<file path="src/logic/srp_pkg.sv">
// shared constants and types for the socket receive pointer register group
package srp_pkg;
  // byte offsets of the socket registers, most significant byte first
  localparam logic [7:0] RX_RECEIVED_SIZE_OFS = 8'h26;
  localparam logic [7:0] RX_READ_POINTER_OFS = 8'h28;
  localparam logic [7:0] RX_WRITE_POINTER_OFS = 8'h2A;
  localparam logic [7:0] SOCKET_EVENT_MASK_OFS = 8'h2C;
  localparam logic [7:0] IP_FRAGMENT_FIELD_OFS = 8'h2D;
  localparam logic [7:0] LIVENESS_PROBE_INTERVAL_OFS = 8'h2F;
  // reset values
  localparam logic [15:0] PTR_RESET = 16'h0000;
  localparam logic [7:0] MASK_RESET = 8'hFF;
  localparam logic [15:0] FRAG_RESET = 16'h4000;
  localparam logic [7:0] INTERVAL_RESET = 8'h00;
  // event bit positions
  localparam int EV_SESSION_UP = 0;
  localparam int EV_SESSION_CLOSED = 1;
  localparam int EV_RECEIVE = 2;
  localparam int EV_TIMEOUT = 3;
  localparam int EV_SEND_DONE = 4;
  localparam logic [7:0] EVENT_VALID_BITS = 8'h1F;
  // keep-alive unit: 5 s at 10 MHz
  localparam longint CLK_HZ = 10000000;
  localparam longint PROBE_UNIT_S = 5;
  localparam longint PROBE_UNIT_CYCLES = PROBE_UNIT_S * CLK_HZ;
  // host-side register offsets (designer's choice, APB words)
  localparam logic [7:0] HOST_CMD_OFS = 8'h00;
  localparam logic [7:0] HOST_DATA_OFS = 8'h04;
  localparam logic [7:0] HOST_STATUS_OFS = 8'h08;
  // host command register codes
  typedef enum logic [2:0] {
    SRP_OP_NONE, SRP_OP_READ, SRP_OP_WRITE, SRP_OP_RECEIVE_DONE_COMMAND, SRP_OP_SEND, SRP_OP_PROBE, SRP_OP_OPEN
  } srp_op_type;
endpackage : srp_pkg

</file>
<file path="src/logic/srp_link_if.sv">
// link between the socket register group and its host controller
`timescale 1ns/1ps
`default_nettype none
interface srp_link_if;
  logic req; // one-cycle access strobe
  logic wr;
  logic [7:0] addr;
  logic [7:0] wdata;
  logic [7:0] rdata; // valid the cycle after req
  logic open_cmd; // one-cycle command pulses
  logic receive_done_command_cmd;
  logic send_cmd;
  logic probe_cmd;
  logic host_irq_low;
  modport device (input req, wr, addr, wdata, open_cmd, receive_done_command_cmd, send_cmd, probe_cmd,
    output rdata, host_irq_low);
  modport host (output req, wr, addr, wdata, open_cmd, receive_done_command_cmd, send_cmd, probe_cmd,
    input rdata, host_irq_low);
endinterface : srp_link_if
`default_nettype wire

</file>
<file path="src/logic/srp_device.sv">
// device end: socket receive pointers, event mask, fragment field, keep-alive timer
`timescale 1ns/1ps
`default_nettype none
module srp_device #(
  parameter longint PROBE_UNIT = srp_pkg::PROBE_UNIT_CYCLES
) (
  input wire logic pclk,
  input wire logic presetn,
  srp_link_if.device link,
  input wire logic rx_data_valid, // one byte received into buffer
  input wire logic [4:0] socket_events, // raw event pulses
  input wire logic socket_summary_flag, // this socket's summary bit
  input wire logic tcp_mode,
  input wire logic state_connected,
  input wire logic [4:0] rx_buffer_size, // in KB, 0..16
  output logic [15:0] rx_commit_pointer,
  output logic [13:0] rx_buffer_offset,
  output logic [15:0] ip_fragment_field,
  output logic [7:0] socket_event_flags,
  output logic liveness_probe
);
  import srp_pkg::*;

  // whole register group in one word; one copy is registered each clock
  typedef struct packed {
    logic [15:0] rd_ptr;
    logic [15:0] committed_rd;
    logic [15:0] wr_ptr;
    logic [7:0] mask;
    logic [15:0] frag;
    logic [7:0] interval;
    logic [7:0] flags;
    logic [7:0] rdata;
    logic irq_n;
    logic traffic_seen;
    logic [35:0] unit_cnt;
    logic [7:0] unit_left;
    logic probe;
  } srp_dev_state_type;

  // current and next copy of the state
  srp_dev_state_type s_reg;
  srp_dev_state_type s_next;

  // helpers shared by the next-state logic and the offset register
  logic [15:0] size_raw;
  logic [15:0] size_cap;
  logic [15:0] buf_mask;
  logic write_hit;

  // size clamp and buffer mask from configured size
  always_comb begin
    size_raw = s_reg.wr_ptr - s_reg.committed_rd;
    buf_mask = (rx_buffer_size == 5'd0) ? 16'h0000 : 16'((32'(rx_buffer_size) << 10) - 32'd1);
    size_cap = (rx_buffer_size == 5'd0) ? 16'h0000 : 16'(32'(rx_buffer_size) << 10);
    if (size_raw > size_cap) begin
      size_raw = size_cap;
    end
    write_hit = link.req && link.wr;
  end

  // single next-state process for the whole register group
  always_comb begin
    s_next = s_reg;
    s_next.probe = 1'b0;
    // read mux, msb at low offset
    if (link.req && !link.wr) begin
      case (link.addr)
        RX_RECEIVED_SIZE_OFS: s_next.rdata = size_raw[15:8];
        RX_RECEIVED_SIZE_OFS + 8'h01: s_next.rdata = size_raw[7:0];
        RX_READ_POINTER_OFS: s_next.rdata = s_reg.rd_ptr[15:8];
        RX_READ_POINTER_OFS + 8'h01: s_next.rdata = s_reg.rd_ptr[7:0];
        RX_WRITE_POINTER_OFS: s_next.rdata = s_reg.wr_ptr[15:8];
        RX_WRITE_POINTER_OFS + 8'h01: s_next.rdata = s_reg.wr_ptr[7:0];
        SOCKET_EVENT_MASK_OFS: s_next.rdata = s_reg.mask;
        IP_FRAGMENT_FIELD_OFS: s_next.rdata = s_reg.frag[15:8];
        IP_FRAGMENT_FIELD_OFS + 8'h01: s_next.rdata = s_reg.frag[7:0];
        LIVENESS_PROBE_INTERVAL_OFS: s_next.rdata = s_reg.interval;
        default: s_next.rdata = 8'h00;
      endcase
    end

    // register writes; read-only ones ignore writes
    if (write_hit) begin
      case (link.addr)
        RX_READ_POINTER_OFS: s_next.rd_ptr[15:8] = link.wdata;
        RX_READ_POINTER_OFS + 8'h01: s_next.rd_ptr[7:0] = link.wdata;
        SOCKET_EVENT_MASK_OFS: s_next.mask = link.wdata;
        IP_FRAGMENT_FIELD_OFS: s_next.frag[15:8] = link.wdata;
        IP_FRAGMENT_FIELD_OFS + 8'h01: s_next.frag[7:0] = link.wdata;
        LIVENESS_PROBE_INTERVAL_OFS: begin
          s_next.interval = link.wdata;
          s_next.unit_cnt = '0;
          s_next.unit_left = link.wdata;
        end
        default: s_next.rd_ptr = s_next.rd_ptr;
      endcase
    end

    // receive command commits pointer the host advanced
    if (link.receive_done_command_cmd) begin
      s_next.committed_rd = s_reg.rd_ptr;
    end

    // received byte advances write pointer, wraps at 16 bits
    if (rx_data_valid) begin
      s_next.wr_ptr = s_reg.wr_ptr + 16'h0001;
    end
    if (rx_data_valid || link.send_cmd) begin
      s_next.traffic_seen = 1'b1;
    end

    // event flags are sticky; only reset clears them
    // received data also raises the receive event when it is unmasked
    s_next.flags = s_reg.flags | (8'(socket_events) & s_reg.mask & EVENT_VALID_BITS);
    if (rx_data_valid && s_reg.mask[EV_RECEIVE]) begin
      s_next.flags[EV_RECEIVE] = 1'b1;
    end
    s_next.irq_n = !(socket_summary_flag && |(s_reg.flags & s_reg.mask));

    // keep-alive: only connected TCP after traffic
    // timer is parked while probing is barred, so the first period is whole
    if (!(tcp_mode && state_connected && s_reg.traffic_seen)) begin
      s_next.unit_cnt = '0;
      s_next.unit_left = s_reg.interval;
    end else if (s_reg.interval != 8'h00) begin
      if (s_reg.unit_cnt == 36'(PROBE_UNIT - 1)) begin
        s_next.unit_cnt = '0;
        if (s_reg.unit_left <= 8'h01) begin
          s_next.probe = 1'b1;
          s_next.unit_left = s_reg.interval;
        end else begin
          s_next.unit_left = s_reg.unit_left - 8'h01;
        end
      end else begin
        s_next.unit_cnt = s_reg.unit_cnt + 36'h1;
      end
    end else if (link.probe_cmd) begin
      s_next.probe = 1'b1;
    end

    // a fresh interval restarts a whole period, even at a period's end
    if (write_hit && link.addr == LIVENESS_PROBE_INTERVAL_OFS) begin
      s_next.unit_cnt = '0;
      s_next.unit_left = link.wdata;
    end

    // open command reinitialises the read, commit and write pointers, last so it wins
    if (link.open_cmd) begin
      s_next.rd_ptr = PTR_RESET;
      s_next.committed_rd = PTR_RESET;
      s_next.wr_ptr = PTR_RESET;
      s_next.traffic_seen = 1'b0;
    end
  end

  // state register
  always_ff @(posedge pclk or negedge presetn) begin
    if (!presetn) begin
      s_reg.rd_ptr <= PTR_RESET;
      s_reg.committed_rd <= PTR_RESET;
      s_reg.wr_ptr <= PTR_RESET;
      s_reg.mask <= MASK_RESET;
      s_reg.frag <= FRAG_RESET;
      s_reg.interval <= INTERVAL_RESET;
      s_reg.flags <= '0;
      s_reg.rdata <= '0;
      s_reg.irq_n <= 1'b1;
      s_reg.traffic_seen <= 1'b0;
      s_reg.unit_cnt <= '0;
      s_reg.unit_left <= '0;
      s_reg.probe <= 1'b0;
    end else begin
      s_reg <= s_next;
    end
  end

  // buffer offset derived from write pointer, registered
  logic [13:0] offset_reg;
  always_ff @(posedge pclk or negedge presetn) begin
    if (!presetn) begin
      offset_reg <= '0;
    end else begin
      offset_reg <= 14'(s_reg.wr_ptr & buf_mask);
    end
  end

  // link side, straight from the state register
  assign link.rdata = s_reg.rdata;
  assign link.host_irq_low = s_reg.irq_n;

  // core side outputs, also registered
  assign rx_commit_pointer = s_reg.committed_rd;
  assign rx_buffer_offset = offset_reg;
  assign ip_fragment_field = s_reg.frag;
  assign socket_event_flags = s_reg.flags;
  assign liveness_probe = s_reg.probe;
endmodule : srp_device
`default_nettype wire

</file>
<file path="src/flat_wrapper.sv">
// flat-port wrapper written by rule: the top's interface ports become plain ports
module srp_device_flat import srp_pkg::*;
#(
  parameter longint PROBE_UNIT = srp_pkg::PROBE_UNIT_CYCLES
)
  (pclk, presetn, rx_data_valid, socket_events, socket_summary_flag, tcp_mode, state_connected, rx_buffer_size, rx_commit_pointer, rx_buffer_offset, ip_fragment_field, socket_event_flags, liveness_probe, link_req, link_wr, link_addr, link_wdata, link_open_cmd, link_receive_done_command_cmd, link_send_cmd, link_probe_cmd, link_rdata, link_host_irq_low);
  srp_link_if link_i ();
  input wire logic pclk;
  input wire logic presetn;
  input wire logic rx_data_valid;
  input wire logic [4:0] socket_events;
  input wire logic socket_summary_flag;
  input wire logic tcp_mode;
  input wire logic state_connected;
  input wire logic [4:0] rx_buffer_size;
  output logic [15:0] rx_commit_pointer;
  output logic [13:0] rx_buffer_offset;
  output logic [15:0] ip_fragment_field;
  output logic [7:0] socket_event_flags;
  output logic liveness_probe;
  input wire logic [$bits(link_i.req)-1:0] link_req;
  input wire logic [$bits(link_i.wr)-1:0] link_wr;
  input wire logic [$bits(link_i.addr)-1:0] link_addr;
  input wire logic [$bits(link_i.wdata)-1:0] link_wdata;
  input wire logic [$bits(link_i.open_cmd)-1:0] link_open_cmd;
  input wire logic [$bits(link_i.receive_done_command_cmd)-1:0] link_receive_done_command_cmd;
  input wire logic [$bits(link_i.send_cmd)-1:0] link_send_cmd;
  input wire logic [$bits(link_i.probe_cmd)-1:0] link_probe_cmd;
  output wire logic [$bits(link_i.rdata)-1:0] link_rdata;
  output wire logic [$bits(link_i.host_irq_low)-1:0] link_host_irq_low;
  assign link_i.req = link_req;
  assign link_i.wr = link_wr;
  assign link_i.addr = link_addr;
  assign link_i.wdata = link_wdata;
  assign link_i.open_cmd = link_open_cmd;
  assign link_i.receive_done_command_cmd = link_receive_done_command_cmd;
  assign link_i.send_cmd = link_send_cmd;
  assign link_i.probe_cmd = link_probe_cmd;
  assign link_rdata = link_i.rdata;
  assign link_host_irq_low = link_i.host_irq_low;
  srp_device #(.PROBE_UNIT(PROBE_UNIT)) u_core (.pclk(pclk), .presetn(presetn), .link(link_i), .rx_data_valid(rx_data_valid), .socket_events(socket_events), .socket_summary_flag(socket_summary_flag), .tcp_mode(tcp_mode), .state_connected(state_connected), .rx_buffer_size(rx_buffer_size), .rx_commit_pointer(rx_commit_pointer), .rx_buffer_offset(rx_buffer_offset), .ip_fragment_field(ip_fragment_field), .socket_event_flags(socket_event_flags), .liveness_probe(liveness_probe));
endmodule
</file>
<file path="config.mk">
export PLATFORM = sky130hd
export DESIGN_NAME = srp_device_flat
export DESIGN_NICKNAME = d
export VERILOG_FILES = /design/src/logic/srp_pkg.sv /design/src/logic/srp_link_if.sv /design/src/logic/srp_device.sv /design/src/flat_wrapper.sv
export SDC_FILE = /design/constraint.sdc
export NUM_CORES = 1
export LEC_CHECK = 0
export BUFFER_PORTS_ARGS = -buffer_cell sky130_fd_sc_hd__buf_2
export CORE_ASPECT_RATIO = 0.5
export CORE_MARGIN = 5
export CORE_UTILIZATION = 64
export DETAILED_ROUTE_END_ITERATION = 8
export GPL_TIMING_DRIVEN = 0
export MAX_ROUTING_LAYER = met4
export PLACE_DENSITY = 0.88
export SETUP_SLACK_MARGIN = 0.3
export SLEW_MARGIN = 25
export SYNTH_ARGS = -nofsm -noshare
export SYNTH_HDL_FRONTEND = slang
export SYNTH_SLANG_ARGS = --single-unit
</file>
<file path="constraint.sdc">
create_clock -name pclk -period 13 [get_ports pclk]
set_clock_uncertainty 0.2 [all_clocks]
set_input_delay 0.65 -clock pclk [delete_from_list [all_inputs] [get_ports pclk]]
set_output_delay 0.65 -clock pclk [all_outputs]
set_load 0.1 [all_outputs]
</file>
# Word-level counts from Yosys, hierarchy flattened
# Index checks and enable logic that the tools add are counted.
# W data, S select, Z words.
dict set report classes {
  order_cmp 2
  n_bitwise 4
  reduce_logical 26
  add_sub_neg 5
  n_mux 25
  n_eq_ne 13
}
# operator n
set ops {}
lappend ops {{$mux W44} 5}
lappend ops {{$eq A8 B6 Y1 const B} 10}
lappend ops {{$pmux W8 S10} 1}
lappend ops {{$mux W16} 4}
lappend ops {{$mux W48} 1}
lappend ops {{$add A36 B1 Y36 const B} 1}
lappend ops {{$eq A36 B26 Y1 const B} 1}
lappend ops {{$mux W36} 1}
lappend ops {{$mux W8} 3}
lappend ops {{$add A16 B1 Y16 const B} 1}
lappend ops {{$gt A16 B16 Y1} 1}
lappend ops {{$sub A16 B16 Y16} 1}
lappend ops {{$mux W15} 1}
lappend ops {{$and A14 B14 Y14} 1}
lappend ops {{$mux W14} 1}
lappend ops {{$reduce_and A2 Y1} 7}
lappend ops {{$sub A14 B1 Y14 const B} 1}
lappend ops {{$reduce_bool A2 Y1} 6}
lappend ops {{$mux W9} 1}
lappend ops {{$and A8 B8 Y8} 1}
lappend ops {{$le A8 B1 Y1 const B} 1}
lappend ops {{$or A8 B5 Y8} 1}
lappend ops {{$reduce_bool A8 Y1} 1}
lappend ops {{$reduce_or A8 Y1} 1}
lappend ops {{other kinds (9)} 22}
dict set report word_totals {
  wordCells 91
  inputBits 38
  output_inout_bits 64
  ff_bits 157
}

# Longest topological paths before layout
# Gate-level depths: netlist of run 1.
dict set report depth {
  word_depth 7
  depth_mapped 20
  depth_no_buf 20
}

# Worst setup path after synthesis of run 1
# No wires, ideal clock.
dict set report synth_timing {
  kind {reg2reg}
  startpoint {reg u_core.s_reg[95] (netlist bit)}
  endpoint {reg u_core.link.rdata[2] (netlist name)}
  t_arrival_ns 4.308
  t_required_ns 12.714
  path_buffers 0
  setup_slack_ns 8.407
  setup_ns 0.086
  synth_period_minus_slack_ns 4.593
  stages_incl_launch_ff 21
  cell_sequence {dfrtp_1 -> inv_1 -> ha_1 -> inv_1 -> fa_1 -> a21o_2 -> a221o_1 -> a41oi_1 -> o21ai_0 -> a2111oi_0 -> a21oi_1 -> xor2_1 -> ha_1 -> nand3_1 -> nor3_1 -> nand4b_1 -> nand4b_1 -> a211oi_4 -> and2_1 -> nand3_1 -> a32oi_1}
}
dict set report synth_between {
  elab_chain_cells 4
}
# element line_no
set synth_rtl {}
lappend synth_rtl {{from (decl)} srp_device.sv:42} ;# srp_dev_state_type s_reg;
lappend synth_rtl {{from (signal assigned)} srp_device.sv:174} ;# s_reg <= s_next;
lappend synth_rtl {{$sub A16 B16 Y16 *} srp_device.sv:53} ;# size_raw = s_reg.wr_ptr - s_reg.committed_rd;
lappend synth_rtl {{$gt A16 B16 Y1} srp_device.sv:56} ;# if (size_raw > size_cap) begin
lappend synth_rtl {{$mux W16 *} srp_device.sv:56}
lappend synth_rtl {{$pmux W8 S10 *} srp_device.sv:68} ;# case (link.addr)
# Every way passes the cells marked *; elsewhere a longest branch is shown, timed or not.
# A chain may end at the register's enable or synchronous reset.

# Final worst setup path of run 1
dict set report layout_timing {
  startpoint {reg u_core.s_reg[95] (netlist bit)}
  endpoint {reg u_core.link.rdata[3] (netlist name)}
}
dict set report layout_between {
  elab_chain_cells 4
}
# element line_no
set layout_rtl {}
lappend layout_rtl {{$sub A16 B16 Y16 *} srp_device.sv:53}
lappend layout_rtl {{$gt A16 B16 Y1} srp_device.sv:56}
lappend layout_rtl {{$mux W16 *} srp_device.sv:56}
lappend layout_rtl {{$pmux W8 S10 *} srp_device.sv:68}
# Marks and branches as above.

==> metrics.yaml, run 1 <==
status: "complete, but fails checks"
violations: "hold timing"
p_int_mw: 0.835
multi_input_area_um2: 4350
wl_um: 25600
vias: 7950
worstHoldPathType: "input pin to asynchronous set/reset pin"
grt_pass1_vias: 7741
criticalPathCategory: "register to register"
min_period_ns: 5.50
critical_path_arrival_ns: 5.59
grt_usage_pct: 32.4
ant_nets: 0
p_sw_share_pct: 28.0
cts_tree: "yes"
htree_num_levels: 4
io_buffer_count: 93
vias_per_cell: 6.34
cap_violations: 0
die_y_um: 93.1
netlist.area_leader.share_pct: 40.8
power_density_nw_per_um2: 113
gr-total-overflow: 0
drtPass1Iterations: 7
vdd_drop_max_v: 0.0000753
numCtsBuffers: 17
cts_setup_buffers: 0
timing.final.crit_share_pct: 42.3
max_stage_delay_ns: 0.59
synthTopCellsByCount: "dfrtp_1 (144), nor2_1 (94), nand2_1 (76), o21ai_0 (75), buf_4 (48)"
p_clk_share_pct: 44.1
max_freq_ghz: 0.182
syn2layout_area_growth_pct: 15.7
fin_area_um2: 10200
clock_latency_ns: 0.43
cts.sinks: 154
syn-cell-area_um2: 8840
syn_inst: 933
tns_ns: 0
synth_area_leaders: "dfrtp_1 (41%), mux2i_1 (4.4%), o21ai_0 (4.2%)"
async_flop_share_pct: 100
antenna_found_initial: 0
p_seq_share_pct: 43.4
hold_violations: 13
grt_pass1_wl_um: 40700
antenna_cells: 0
crit_path_top_delay_cell: "a211oi_4"
crit_path_cell_trace: "inv_1 > ha_1 > inv_1 > fa_1 > a21o_2 > a221o_1 > a41oi_1 > o21ai_0 > a2111oi_0 > a21oi_1 > xor2_1 > ha_1 > nand3_1 > nor3_1 > nand4b_1 > nand4b_1 > a211oi_4 > mux2i_1 > o22ai_1 > a2bb2oi_1"
drtIter0Drc: 1050
maxSlewHeadroom_pct: 23.9
seqCellArea_um2: 3870
ys_seq_area_share_pct: 43.7
drive_gt1_share_pct: 23.3
clockBufferDepth: 2
worst-path-max-fanout: 9
worstSetupEndpointType: "register"
holdBufCountCts: 0
wl_met2_um: 12100
setup_viol: 0
die_area_um2: 16400
wire_per_inst_um: 20.4
post-synth-top-count-cell: "dfrtp_1"
ios: 102
die_w_um: 176
wl_met1_um: 9930
final_max_slew_viol_count: 0
dpl_cell_area_um2: 9610
largest_register_ffs: 93
dr_wl_met3_um: 2710
tightest_slew_ns: 1.13
start_util_pct: 65.2
utilization_pct: 75.5
gp_congestion: 0.974
synth_top_cell_by_area: "dfrtp_1"
combPwrFrac_pct: 12.6
synth-edff-count: 0
synth.distinct_cells: 78
p_sw_mw: 0.325
grt_max_degree: 82
power.total_mw: 1.16
power.leakage_nw: 4.87
clockRootBuffer: "clkbuf_16"
grt_setup_unrepaired: "no"
clk_pin_slew_ns: 0.07
startpoint_type: "register"
highest_layer: "met4"
std_cell_rows: 30
nets: 1113
yosysWarnings: 0
cts_resized: 0
drc_errors: 0
avgSynthCellArea_um2: 9.48
fp.coreArea_um2: 13600
synth-main-ff-cell: "dfrtp_1"
dpl.hpwl_um: 18000
ys_seq_elements: 154
critPathRequiredTime_ns: 13.09
fillers: 944
timing.hold.ws_ns: -0.0406
==> area by class of cell <==
type,instances,share of cell area [%]
Buffer,83,5.07
Clock buffer,23,4.77
Clock inverter,9,1.11
Inverter,38,1.40
Multi-Input combinational cell,660,42.5
Sequential cell,154,37.8
Tap cell,192,2.35
Timing Repair Buffer,95,4.97
==> cells in the final DEF, fill, tap and decap left out, drive strengths merged, types with 4 or more instances in the layout <==
master and n:
dfstp 10, nand2b 8, nor4 10, a22o 9, xnor2 9, a22oi 8, and2 5, nand2 76
o22ai 4, nand4 13, a221oi 11, a211oi 4, mux2i 39, nand4b 4, and3 19, nor4b 4
o31ai 7, a31oi 8, xor2 19, o21ai 83, a21o 10, or2 6, a222oi 8, clkbuf 45
or3 7, nor2 96, ha 25, mux2 26, a21oi 33, nor3 16, a2bb2oi 4, nor2b 13
o21a 4, and4 4, inv 38, nand3 33, clkinv 4, dfrtp 144, buf 156
==> final timing paths <==
kind | endpoint | slack [ns] | cells after the start | startpoint
min | u_core.s_reg[24] | -0.04 | 1 | presetn
min reg2reg | u_core.socket_event_flags[4] | 0.28 | 1 | u_core.socket_event_flags[4]
min in group pclk | u_core.link.host_irq_low | 0.14 | 2 | socket_summary_flag
max reg2reg | u_core.link.rdata[3] | 7.50 | 20 | u_core.s_reg[95]
max in group asynchronous | u_core.s_reg[89] | 11.80 | 2 | presetn
max | u_core.link.rdata[3] | 7.50 | 20 | u_core.s_reg[95]
==> worst max-delay path, delay by kind of cell, from the launching register on <==
| family | cells | cell delay [ns] |
|---|---|---|
| buffers and inverters | 2 | 0.20 |
| AND/OR/NAND/NOR | 4 | 0.58 |
| multiplexers | 1 | 0.34 |
| flip-flops | 1 | 0.47 |
| AO/OA/AOI/OAI | 9 | 2.52 |
| XOR/XNOR | 1 | 0.18 |
| adder cells (fa/ha/maj) | 3 | 0.89 |
==> routing by layer <==
| layer | GRT usage, % | vias up |
|---|---|---|
| met3 | 7.43 | 111 |
| met4 | 12.2 | 0 |
| met5 | - | - |
| met1 | 40.7 | 3813 |
| li1 | - | 3551 |
| met2 | 52.1 | 475 |
==> cell families after synthesis <==
group           count (synthesis)  share of synthesized area, %
mux                            65                          7.73
other cells                     1                        0.0424
fa+ha+maj                      26                          3.76
flops                         154                          43.7
simple gates                  325                          18.7
buf+inv                       121                          7.47
xor+xnor                       28                          2.77
compound gates                213                          15.8
==> per-stage QoR <==
step	setup WS, ns	cells
final	7.50	1254
after global routing	7.09	1254
after CTS	7.62	1254
after detailed placement	7.68	1222
after global placement	7.78	1220
after floorplan	8.41	935
==> power by group through the flow <==
stage / clock network, mW / logic (mW) / registers [mW]
floorplan: 0 / 0.100 / 0.513
global placement: 0 / 0.140 / 0.511
detailed placement: 0 / 0.144 / 0.511
CTS: 0.508 / 0.145 / 0.502
global route: 0.535 / 0.155 / 0.504
finish: 0.511 / 0.146 / 0.503
Power figures use the tool's default switching activity.
==> run 2, diff against run 1 <==
Settings changed: CORE_UTILIZATION 64 to 59, PLACE_DENSITY 0.88 to 0.82.
Clock period 13 ns to 5.41 ns, I/O delays scaled along.
==> metrics.yaml, run 2 (same netlist as run 1, synthesis figures left out) <==
hold_violations: 1  # -12
fin_ws_ns: 0.571  # -6.93 ns
numCtsBuffers: 17  # unchanged
power.leakage_nw: 4.95  # +1.5%
combPwrFrac_pct: 13.1  # +0.5 points
drive_gt1_share_pct: 23.9  # +0.60 points
vdd_drop_max_v: 0.000175  # +130%
startpoint_type: "register"
cap_violations: 0  # unchanged
ant_nets: 0  # unchanged
drtIter0Drc: 1000  # -4.8%
min_period_ns: 4.84  # -0.662 ns
timing.final.crit_share_pct: 89.4  # +47 points
gr-total-overflow: 0  # unchanged
clock_latency_ns: 0.43  # about the same
p_sw_share_pct: 27.2  # -0.83 points
die_area_um2: 17700  # +7.8%
grt_setup_unrepaired: "no"
final_max_slew_viol_count: 0  # unchanged
start_util_pct: 60.6  # -4.6 points
violations: "hold timing"
htree_num_levels: 4  # unchanged
mostFrequentLayoutCells: "dfrtp_1 (143), buf_2 (102), nor2_1 (94)"
critPathTopFamily: "compound AO/OA/AOI/OAI gates"
critical_path_arrival_ns: 4.92  # -0.67 ns
utilization_pct: 71.6  # -3.9 points
final_cells: 1275  # +1.7%
drc_errors: 0  # unchanged
ios: 102  # unchanged
nets: 1128  # +1.3%
worstHoldPathType: "input pin to register"
syn2layout_area_growth_pct: 18.0
drtPass1Iterations: 6  # -1
max_freq_ghz: 0.207  # +14%
tightest_slew_ns: 1.03  # -0.104 ns
die_y_um: 96.6  # +3.7%
multi_input_area_um2: 4390  # +1.1%
p_clk_share_pct: 44.3  # +0.2 points
dp_slack_ns: 0.0637  # -7.62 ns
seqCellArea_um2: 3870  # about the same
status: "complete, but fails checks"
antenna_found_initial: 0  # unchanged
dpl.cell_count: 1228  # +0.49%
p_seq_share_pct: 42.6  # -0.8 points
timing.hold.ws_ns: -0.0000362  # +0.0405 ns
antenna_cells: 0  # unchanged
wl_um: 24800  # -3.2%
p_sw_mw: 0.769  # +140%
clk_pin_slew_ns: 0.07  # about the same
worst-path-max-fanout: 6  # -3
criticalPathCategory: "register to register"
cts_tree: "yes"
critPathRequiredTime_ns: 5.49  # -7.60 ns
std_cell_rows: 31  # +3.3%
grt_max_degree: 91  # +11%
layout_commonest_cell: "dfrtp_1"
setup_viol: 0  # unchanged
max_stage_delay_ns: 0.41  # -0.18 ns
tns_ns: 0  # unchanged
clockBufferDepth: 2  # unchanged
grt_pass1_vias: 7434  # -4.0%
crit_path_cell_trace: "inv_1 > ha_1 > inv_1 > fa_2 > a21o_2 > a221o_1 > a41oi_2 > o21ai_2 > a2111oi_2 > a21oi_1 > xor2_1 > ha_1 > nand3_1 > nor3_2 > nand4b_1 > nand4b_1 > a211oi_4 > buf_6 > mux2i_4 > o22ai_2 > a2bb2oi_1"
fillers: 1074  # +14%
die_w_um: 183  # +3.9%
wire_per_inst_um: 19.4  # -4.8%
p_int_mw: 2.06  # +150%
gp_congestion: 0.973  # about the same
maxSlewHeadroom_pct: 30.9  # +7.0 points
dpl.hpwl_um: 17800  # -1.2%
vias_per_cell: 6.15  # -3.0%
worstSetupEndpointType: "register"
fp.coreArea_um2: 14600  # +7.6%
largest_register_ffs: 93  # unchanged
grt_pass1_wl_um: 39100  # -3.9%
vias: 7840  # -1.4%
io_buffer_count: 93  # unchanged
power_density_nw_per_um2: 271  # +140%
crit_buf_inv: 3  # +1
cts.sinks: 154  # unchanged
clockRootBuffer: "clkbuf_16"
crit_path_top_delay_cell: "dfrtp_2"
grt_usage_pct: 29.1  # -3.3 points
-- run 2: cell types whose count changed in the layout (fill, tap and decap cells not counted), sizes merged --
cell / previous run / this run
buf: 156 / 159
bufinv: 2 / 4
clkbuf: 45 / 43
clkinv: 4 / 5
clkinvlp: 3 / 2
dlygate4sd3: 0 / 12
-- run 2: power by group through the flow --
stage | combinational, mW | clock [mW] | sequential, mW
after floorplan | 0.241 | 0 | 1.23
after global placement | 0.335 | 0 | 1.23
after detailed placement | 0.345 | 0 | 1.23
after CTS | 0.359 | 1.26 | 1.21
after global routing | 0.393 | 1.31 | 1.21
final | 0.370 | 1.25 | 1.21
-- run 2: final timing paths --
| path | startpoint | to | slack [ns] | depth (start not counted) |
|---|---|---|---|---|
| max in group asynchronous | presetn | u_core.ip_fragment_field[14] | 3.99 | 3 |
| worst min-delay path | rx_buffer_size[2] | u_core.rx_buffer_offset[12] | -0.00004 | 4 |
| worst max-delay path | u_core.s_reg[95] | u_core.link.rdata[3] | 0.57 | 21 |
| worst min register to register | u_core.link.rdata[1] | u_core.link.rdata[1] | 0.29 | 2 |
| worst max register to register | u_core.s_reg[95] | u_core.link.rdata[3] | 0.57 | 21 |
| min in group asynchronous | presetn | u_core.s_reg[33] | 0.21 | 2 |
-- run 2: per-layer routing --
metal | up-vias | share of wire, % | wire, um | track usage [%]
li1 | 3579 | - | - | -
met1 | 3830 | 43 | 10600 | 39.1
met2 | 382 | 47 | 11600 | 46.6
met3 | 49 | 8.3 | 2060 | 4.34
met4 | 0 | 2.0 | 501 | 8.86
met5 | - | 0 | 0 | -
-- run 2: repair_timing --
| item | 4_1_cts | 5_1_grt |
|---|---|---|
| endpoints found under the setup margin | 8 | 8 |
| gates resized for setup | 3 | 10 |
| pin swaps | 2 | 4 |
| setup buffers | 2 | 1 |
| hold endpoints to repair | 91 | 0 |
| hold buffers | 12 | 0 |
-- run 2: final cells by class --
| class | instances | area share [%] |
|---|---|---|
| Inverter | 38 | 1.37 |
| Buffer | 83 | 4.96 |
| Clock buffer | 21 | 4.22 |
| Timing Repair Buffer | 110 | 6.27 |
| Tap cell | 198 | 2.37 |
| Sequential cell | 154 | 37.1 |
| Multi-Input combinational cell | 660 | 42.1 |
| Clock inverter | 11 | 1.64 |
-- run 2: worst register-to-register path, stage by stage, from the launching register on --
cell,delay [ns]
dfrtp_2,0.41
inv_1,0.09
ha_1,0.16
inv_1,0.05
fa_2,0.36
a21o_2,0.23
a221o_1,0.35
a41oi_2,0.24
o21ai_2,0.10
a2111oi_2,0.36
a21oi_1,0.08
xor2_1,0.18
ha_1,0.32
nand3_1,0.09
nor3_2,0.12
nand4b_1,0.11
nand4b_1,0.24
a211oi_4,0.31
buf_6,0.18
mux2i_4,0.26
o22ai_2,0.11
a2bb2oi_1,0.15
-- run 2: through the flow --
step                      power [mW]  instance area [um2]
final                           2.83                10400
after global routing            2.91                10400
after CTS                       2.82                10400
after detailed placement        1.57                 9610
after global placement          1.56                 9560
after floorplan                 1.47                 8850
